$ cat config.mk
export PLATFORM = sky130hd
export DESIGN_NAME = load_store_address_unit
export DESIGN_NICKNAME = d
export VERILOG_FILES = /design/src/design/lsu_addr_pkg.sv /design/src/design/load_extend.sv /design/src/design/load_store_address_unit.sv
export VERILOG_INCLUDE_DIRS = /design/src /design/src/design
export SDC_FILE = /design/constraint.sdc
export NUM_CORES = 1
export LEC_CHECK = 0
export ABC_AREA = 1
export BUFFER_PORTS_ARGS = -buffer_cell sky130_fd_sc_hd__buf_2
export CAP_MARGIN = 20
export CORE_MARGIN = 4
export CORE_UTILIZATION = 37
export DETAILED_ROUTE_END_ITERATION = 10
export PLACE_DENSITY = 0.59
export SYNTH_ARGS = -nofsm -noshare
export SYNTH_HDL_FRONTEND = slang
export SYNTH_HIERARCHICAL = 1
export SYNTH_SLANG_ARGS = --single-unit
$ cat constraint.sdc
create_clock -name core_clk -period 4.66 [get_ports core_clk]
set_input_delay 0.466 -clock core_clk [delete_from_list [all_inputs] [get_ports core_clk]]
set_output_delay 0.466 -clock core_clk [all_outputs]
set_load 0.005 [all_outputs]
$ cat src/design/lsu_addr_defs.svh
`ifndef LSU_ADDR_DEFS_SVH
`define LSU_ADDR_DEFS_SVH
`define IMM_MAX_OFFSET 13'h0fff
`define IMM_MAX_INDEXED 13'h00ff
`define IMM_MAX_NEG 13'h00ff
`define PAIR_MAX_OFFSET 13'h03fc
`define PAIR_STEP 32'h0000_0004
`define PC_REG_NUM 4'hf
`define SP_REG_NUM 4'hd
`endif

$ cat src/design/lsu_addr_pkg.sv
package lsu_addr_pkg;
  typedef enum logic [1:0] {MODE_OFFSET, MODE_PRE, MODE_POST} index_mode_type;
  typedef enum logic [2:0] {SZ_BYTE, SZ_SBYTE, SZ_HALF, SZ_SHALF, SZ_WORD, SZ_PAIR} size_type;
  typedef struct packed {
    logic load_op;
    logic reg_form;
    index_mode_type mode;
    size_type size;
    logic subtract;
    logic [11:0] imm;
    logic [1:0] shift_left;
    logic [3:0] transfer_reg;
    logic [3:0] second_transfer_reg;
    logic [3:0] base_reg;
    logic [31:0] base_val;
    logic [31:0] index_val;
    logic [31:0] store_val;
    logic [31:0] store_val2;
  } issue_type;
  typedef struct packed {
    logic valid;
    logic write;
    logic [31:0] addr;
    logic [1:0] bytes_log2;
    logic [31:0] wdata;
  } mem_req_type;
  typedef struct packed {
    logic valid;
    logic [3:0] reg_num;
    logic [31:0] value;
  } reg_wr_type;
endpackage

$ cat src/design/load_extend.sv
`timescale 1ns/10ps
module load_extend
  import lsu_addr_pkg::*;
(
  input wire size_type size,
  input wire logic [31:0] raw,
  output logic [31:0] value
);
  always_comb
  begin
    unique case (size)
      SZ_BYTE: value = {24'h000000, raw[7:0]};
      SZ_SBYTE: value = {{24{raw[7]}}, raw[7:0]};
      SZ_HALF: value = {16'h0000, raw[15:0]};
      SZ_SHALF: value = {{16{raw[15]}}, raw[15:0]};
      SZ_WORD, SZ_PAIR: value = raw;
      default: value = raw;
    endcase
  end
endmodule

$ cat src/design/load_store_address_unit.sv
`timescale 1ns/10ps
`include "lsu_addr_defs.svh"
module load_store_address_unit
  import lsu_addr_pkg::*;
(
  input wire logic core_clk,
  input wire logic rst_n,
  input wire logic issue_valid,
  input wire issue_type issue,
  output logic issue_ready,
  output logic issue_fault,
  output mem_req_type mem_req,
  input wire logic mem_done,
  input wire logic [31:0] mem_rdata,
  output reg_wr_type reg_wr,
  output reg_wr_type base_wr,
  output logic branch_valid,
  output logic [31:0] branch_target
);
  // Flags are not an output at all: this unit can never touch them.
  typedef enum logic [1:0] {ST_IDLE, ST_FIRST, ST_SECOND} state_type;

  function automatic logic [1:0] size_log2(input size_type s);
    unique case (s)
      SZ_BYTE, SZ_SBYTE: size_log2 = 2'h0;
      SZ_HALF, SZ_SHALF: size_log2 = 2'h1;
      default: size_log2 = 2'h2;
    endcase
  endfunction

  state_type state_r, state_nxt;
  issue_type op_r, op_nxt;
  logic [31:0] addr_r, addr_nxt;
  logic issue_ready_r, issue_ready_nxt;
  logic fault_r, fault_nxt;
  mem_req_type mem_r, mem_nxt;
  reg_wr_type reg_wr_r, reg_wr_nxt;
  reg_wr_type base_wr_r, base_wr_nxt;
  logic branch_r, branch_nxt;
  logic [31:0] target_r, target_nxt;
  logic [31:0] offset;
  logic [31:0] updated;
  logic [31:0] access;
  logic [12:0] imm13;
  logic legal;
  logic [31:0] ext_val;

  load_extend u_ext (
    .size(op_r.size),
    .raw(mem_rdata),
    .value(ext_val)
  );

  // Address and legality from the request as it stands
  always_comb
  begin
    imm13 = {1'b0, issue.imm};
    // Register form ignores mode and sign: it always adds
    if (issue.reg_form)
      offset = issue.index_val << issue.shift_left;
    else
      offset = {20'h00000, issue.imm};
    if (issue.subtract && !issue.reg_form)
      updated = issue.base_val - offset;
    else
      updated = issue.base_val + offset;
    access = (issue.mode == MODE_POST && !issue.reg_form) ? issue.base_val : updated;
    legal = 1'b1;
    if (issue.reg_form && issue.size == SZ_PAIR)
      legal = 1'b0;
    else if (!issue.reg_form && issue.size == SZ_PAIR)
      legal = (issue.imm[1:0] == 2'h0) && (imm13 <= `PAIR_MAX_OFFSET);
    else if (!issue.reg_form && issue.subtract)
      legal = imm13 <= `IMM_MAX_NEG;
    else if (!issue.reg_form && issue.mode != MODE_OFFSET)
      legal = imm13 <= `IMM_MAX_INDEXED;
    else if (!issue.reg_form)
      legal = imm13 <= `IMM_MAX_OFFSET;
    if (!issue.load_op && (issue.size == SZ_SBYTE || issue.size == SZ_SHALF))
      legal = 1'b0;
  end

  // Write back goes out with the request, not after the access
  always_comb
  begin
    state_nxt = state_r;
    op_nxt = op_r;
    addr_nxt = addr_r;
    issue_ready_nxt = issue_ready_r;
    fault_nxt = 1'b0;
    mem_nxt = mem_r;
    reg_wr_nxt = '0;
    base_wr_nxt = '0;
    branch_nxt = 1'b0;
    target_nxt = target_r;
    unique case (state_r)
      ST_IDLE:
      begin
        issue_ready_nxt = 1'b1;
        if (issue_valid && issue_ready_r)
        begin
          issue_ready_nxt = 1'b0;
          if (!legal)
          begin
            // Ready stays high on a refusal so issue can move on
            fault_nxt = 1'b1;
            issue_ready_nxt = 1'b1;
          end
          else
          begin
            op_nxt = issue;
            addr_nxt = access;
            mem_nxt.valid = 1'b1;
            mem_nxt.write = !issue.load_op;
            mem_nxt.addr = access;
            mem_nxt.bytes_log2 = size_log2(issue.size);
            mem_nxt.wdata = issue.store_val;
            if (issue.mode != MODE_OFFSET && !issue.reg_form)
            begin
              base_wr_nxt.valid = 1'b1;
              base_wr_nxt.reg_num = issue.base_reg;
              base_wr_nxt.value = updated;
            end
            state_nxt = ST_FIRST;
          end
        end
      end
      ST_FIRST:
      begin
        if (mem_done)
        begin
          mem_nxt.valid = 1'b0;
          if (op_r.load_op)
          begin
            // Branch replaces the register write for a word load into the counter
            if (op_r.transfer_reg == `PC_REG_NUM && op_r.size == SZ_WORD)
            begin
              branch_nxt = 1'b1;
              target_nxt = {mem_rdata[31:1], 1'b0};
            end
            else
            begin
              reg_wr_nxt.valid = 1'b1;
              reg_wr_nxt.reg_num = op_r.transfer_reg;
              reg_wr_nxt.value = ext_val;
            end
          end
          // Pair keeps valid high: the second beat follows with no gap
          if (op_r.size == SZ_PAIR)
          begin
            mem_nxt.valid = 1'b1;
            mem_nxt.addr = addr_r + `PAIR_STEP;
            mem_nxt.wdata = op_r.store_val2;
            state_nxt = ST_SECOND;
          end
          else
          begin
            issue_ready_nxt = 1'b1;
            state_nxt = ST_IDLE;
          end
        end
      end
      ST_SECOND:
      begin
        if (mem_done)
        begin
          mem_nxt.valid = 1'b0;
          if (op_r.load_op)
          begin
            reg_wr_nxt.valid = 1'b1;
            reg_wr_nxt.reg_num = op_r.second_transfer_reg;
            reg_wr_nxt.value = mem_rdata;
          end
          issue_ready_nxt = 1'b1;
          state_nxt = ST_IDLE;
        end
      end
    endcase
  end

  // Request held in op_r; issue may change once taken
  always_ff @(posedge core_clk)
  begin
    if (!rst_n)
    begin
      state_r <= ST_IDLE;
      op_r <= '0;
      addr_r <= 32'h0000_0000;
      issue_ready_r <= 1'b0;
      fault_r <= 1'b0;
      mem_r <= '0;
      reg_wr_r <= '0;
      base_wr_r <= '0;
      branch_r <= 1'b0;
      target_r <= 32'h0000_0000;
    end
    else
    begin
      state_r <= state_nxt;
      op_r <= op_nxt;
      addr_r <= addr_nxt;
      issue_ready_r <= issue_ready_nxt;
      fault_r <= fault_nxt;
      mem_r <= mem_nxt;
      reg_wr_r <= reg_wr_nxt;
      base_wr_r <= base_wr_nxt;
      branch_r <= branch_nxt;
      target_r <= target_nxt;
    end
  end

  assign issue_ready = issue_ready_r;
  assign issue_fault = fault_r;
  assign mem_req = mem_r;
  assign reg_wr = reg_wr_r;
  assign base_wr = base_wr_r;
  assign branch_valid = branch_r;
  assign branch_target = target_r;
endmodule

==> out/summary.txt <==
Die Y-Extent: 203.8 um
Num CTS Buffers: 30
launching point of the worst reg2reg path: state_r[1]
Fmax achieved: 257.6 MHz
Period minus WS final: 3882 ps
# DRC: 0
crit path from: issue[160]
Lkg Pwr: 8.373 nW
setup TNS: 0 ps
top cell type's share of synthesized area: 35.86%
Final HPWL DP: 38.09 mm
1st-iter DRT viols: 846
first-pass GRT wire length: 77.71 mm
hold slack final: 121.2 ps
FF-to-FF setup slack: 1420 ps
largest net degree at the start of global routing: 92
Slew headroom: 26.67%
Place WS: 229.5 ps
Pre-antenna DRT Iters: 5
Synth Cell Area: 14180 um2
DP Cell Count: 2915
Detail Route Antenna Nets: 0
WL/cell: 17.07 um
GR Overflow Total: 0
critical path's slowest cell: ha_1
Final Hold Vio Count: 0
Post-Synthesis Net Count: 2353
Via density: 5.035
final wirelength: 50.72 mm
RSZ-0062 raised after global routing: false
Buf/Inv on CP: 4
RePlAce Congestion: 0.9255
Largest stage delay, worst path: 380 ps
finished layout cell area: 17410 um2
final worst path period share: 83.30%
syn avg cell area: 6.691 um2
predominant post-synthesis flop cell: dfxtp_1
flops & latches, synth: 254
vias in the first global route: 14250
Die Area: 41520 um2
Layout area overhead: 22.79%
Final Max Tran Viols: 0
Least-Margin Pin Slew: 1100 ps
placed cell area: 16360 um2
number of flops mapped to enable cells by yosys: 0
Core Area: 37760 um2
max cap viols: 0
worst skew pair latency: 570 ps
CTS tree: yes
port bufs: 373
Pwr per Cell Area: 388.9 nW/um2
layout filler cell count: 3972
Max Fanout on Critical Path: 9
nets: 2670
Critical Path AT: 4380 ps
CTS root buffer: clkbuf_16
post-synthesis cell count: 2119
Seq/Total Area, Yosys: 35.86%
synth warn: 6
Max H-tree Level: 1
Boundary Pins: 375
Setup violations, final: 0
post-cts sizing count: 0
# rows: 71
layout cells sized above 1: 22.25%
Crit Path Class: in2reg
Die X: 203.8 um
maximum vdd drop: 0.3226 mV
clock transition at the registers of the reported paths: 60 ps
initial antenna violation count: 1
min-delay src: issue[26]
clk_skew: 17.81 ps
final worst slack: 778.1 ps
asr flop ratio synth: 0%
Post-CTS Setup Bufs: 0
GRT Total Usage: 23.03%
Worst Setup Start Kind: input pin
clk buf depth: 3
status: complete, no violations
most frequent CP cell: nand2_1
Sink Count: 254
Starting Density: 37.55%
total number of vias: 14960
largest area contributor in the netlist: dfxtp_1
Synth area leaders: dfxtp_1, nand2_1, o21ai_0
crit end category: flop
fin cells: 2971
hold_buf cts: 0
crit-path leading delay family: simple AND/OR/NAND/NOR gates
critical path required time: 5150 ps
Yosys cell types: 51
Tightest Hold Check Type: in2reg
state kept, by name (all words and copies together) (netlist names):
| register | count |
|---|---|
| branch_valid | 1 |
| op_r | 44 |
| branch_target | 31 |
| issue_fault | 1 |
| issue_ready | 1 |
| state_r | 2 |
| base_wr | 37 |
| mem_req | 68 |
| reg_wr | 37 |
| addr_r | 32 |
cells by family (layout without fill, tap and decap cells):
group	count (synthesis)	count (layout)	share of synthesized area, %
fa+ha+maj	36	36	3.230
compound gates	519	519	19.70
buf+inv	333	672	10.08
flops	254	254	35.86
simple gates	937	937	28.70
other cells	1	3	0.02645
xor+xnor	39	39	2.409
area by class of cell:
class                      instances  area, um2  share of cell area (%)
sequential                       254       5085                   29.21
antenna                            2      5.005                 0.02875
clock inverter                    12      147.6                  0.8481
multi-input combinational       1532       7690                   44.17
timing repair buffer             406       2150                   12.35
tap                              511      639.4                   3.673
clock buffer                      42      897.1                   5.153
inverter                         212      795.8                   4.571
synthesized netlist by cell type, drive strengths merged (5+ instances only):
cell type  number
nor4            5
dfxtp         254
ha             35
a21o            6
a31oi          46
or2            14
nand4          14
nor2          226
o211ai         14
a21oi         192
inv           211
nor3           23
nand3         117
nand3b          8
nand2         530
clkbuf         75
o22ai           5
o21ai         235
o21bai          5
xor2           22
buf            46
xnor2          17
per-stage QoR:
step | total power [W] | utilization [%]
final | 0.006771 | 46.11
after global routing | 0.007152 | 46.10
after detailed placement | 0.004351 | 43.33
after floorplan | 0.003698 | -
after global placement | 0.004343 | 43.29
after CTS | 0.006828 | 46.10
where the power goes:
part           leakage [nW]  switching [W]  internal [W]  total [W]
Sequential             2.06       0.000112       0.00235    0.00246
Combinational          5.80        0.00125      0.000607    0.00186
Clock                 0.514       0.000953       0.00150    0.00245
layout by cell type (no fill, tap or decap), types with 29 or more instances in the layout:
master and count:
nand2_1 514, buf_2 372, dfxtp_1 254, o21ai_0 206, nor2_1 203, inv_1 197
a21oi_1 190, nand3_1 98, a31oi_1 46, ha_1 34, clkbuf_16 31, buf_4 31
o21ai_1 29
path summary, 6_finish.rpt:
| path | endpoint | cells past startpoint |
|---|---|---|
| worst max register to register | mem_req[2] | 11 |
| worst min register to register | branch_target[16] | 2 |
| worst max-delay path | mem_req[62] | 27 |
| worst min-delay path | op_r[26] | 3 |
worst register-to-register path, stage by stage (launching register included):
cell     delay [ps]
dfxtp_1         320
inv_1           130
ha_4            140
buf_4           820
nor2_4           70
inv_2           300
o21a_1          160
buf_4           310
inv_2           260
buf_12          280
o21ai_0         280
a31oi_1          60
metal layers:
metal | track usage [%] | vias to the layer above | part of all wire, %
met5 | 0 | - | 0.020
met2 | 38.25 | 515 | 45
met4 | 5.493 | 2 | 2.1
met3 | 4.166 | 77 | 7.4
met1 | 31.23 | 6805 | 45
li1 | - | 7561 | -
(Power assumes the default switching activity.)
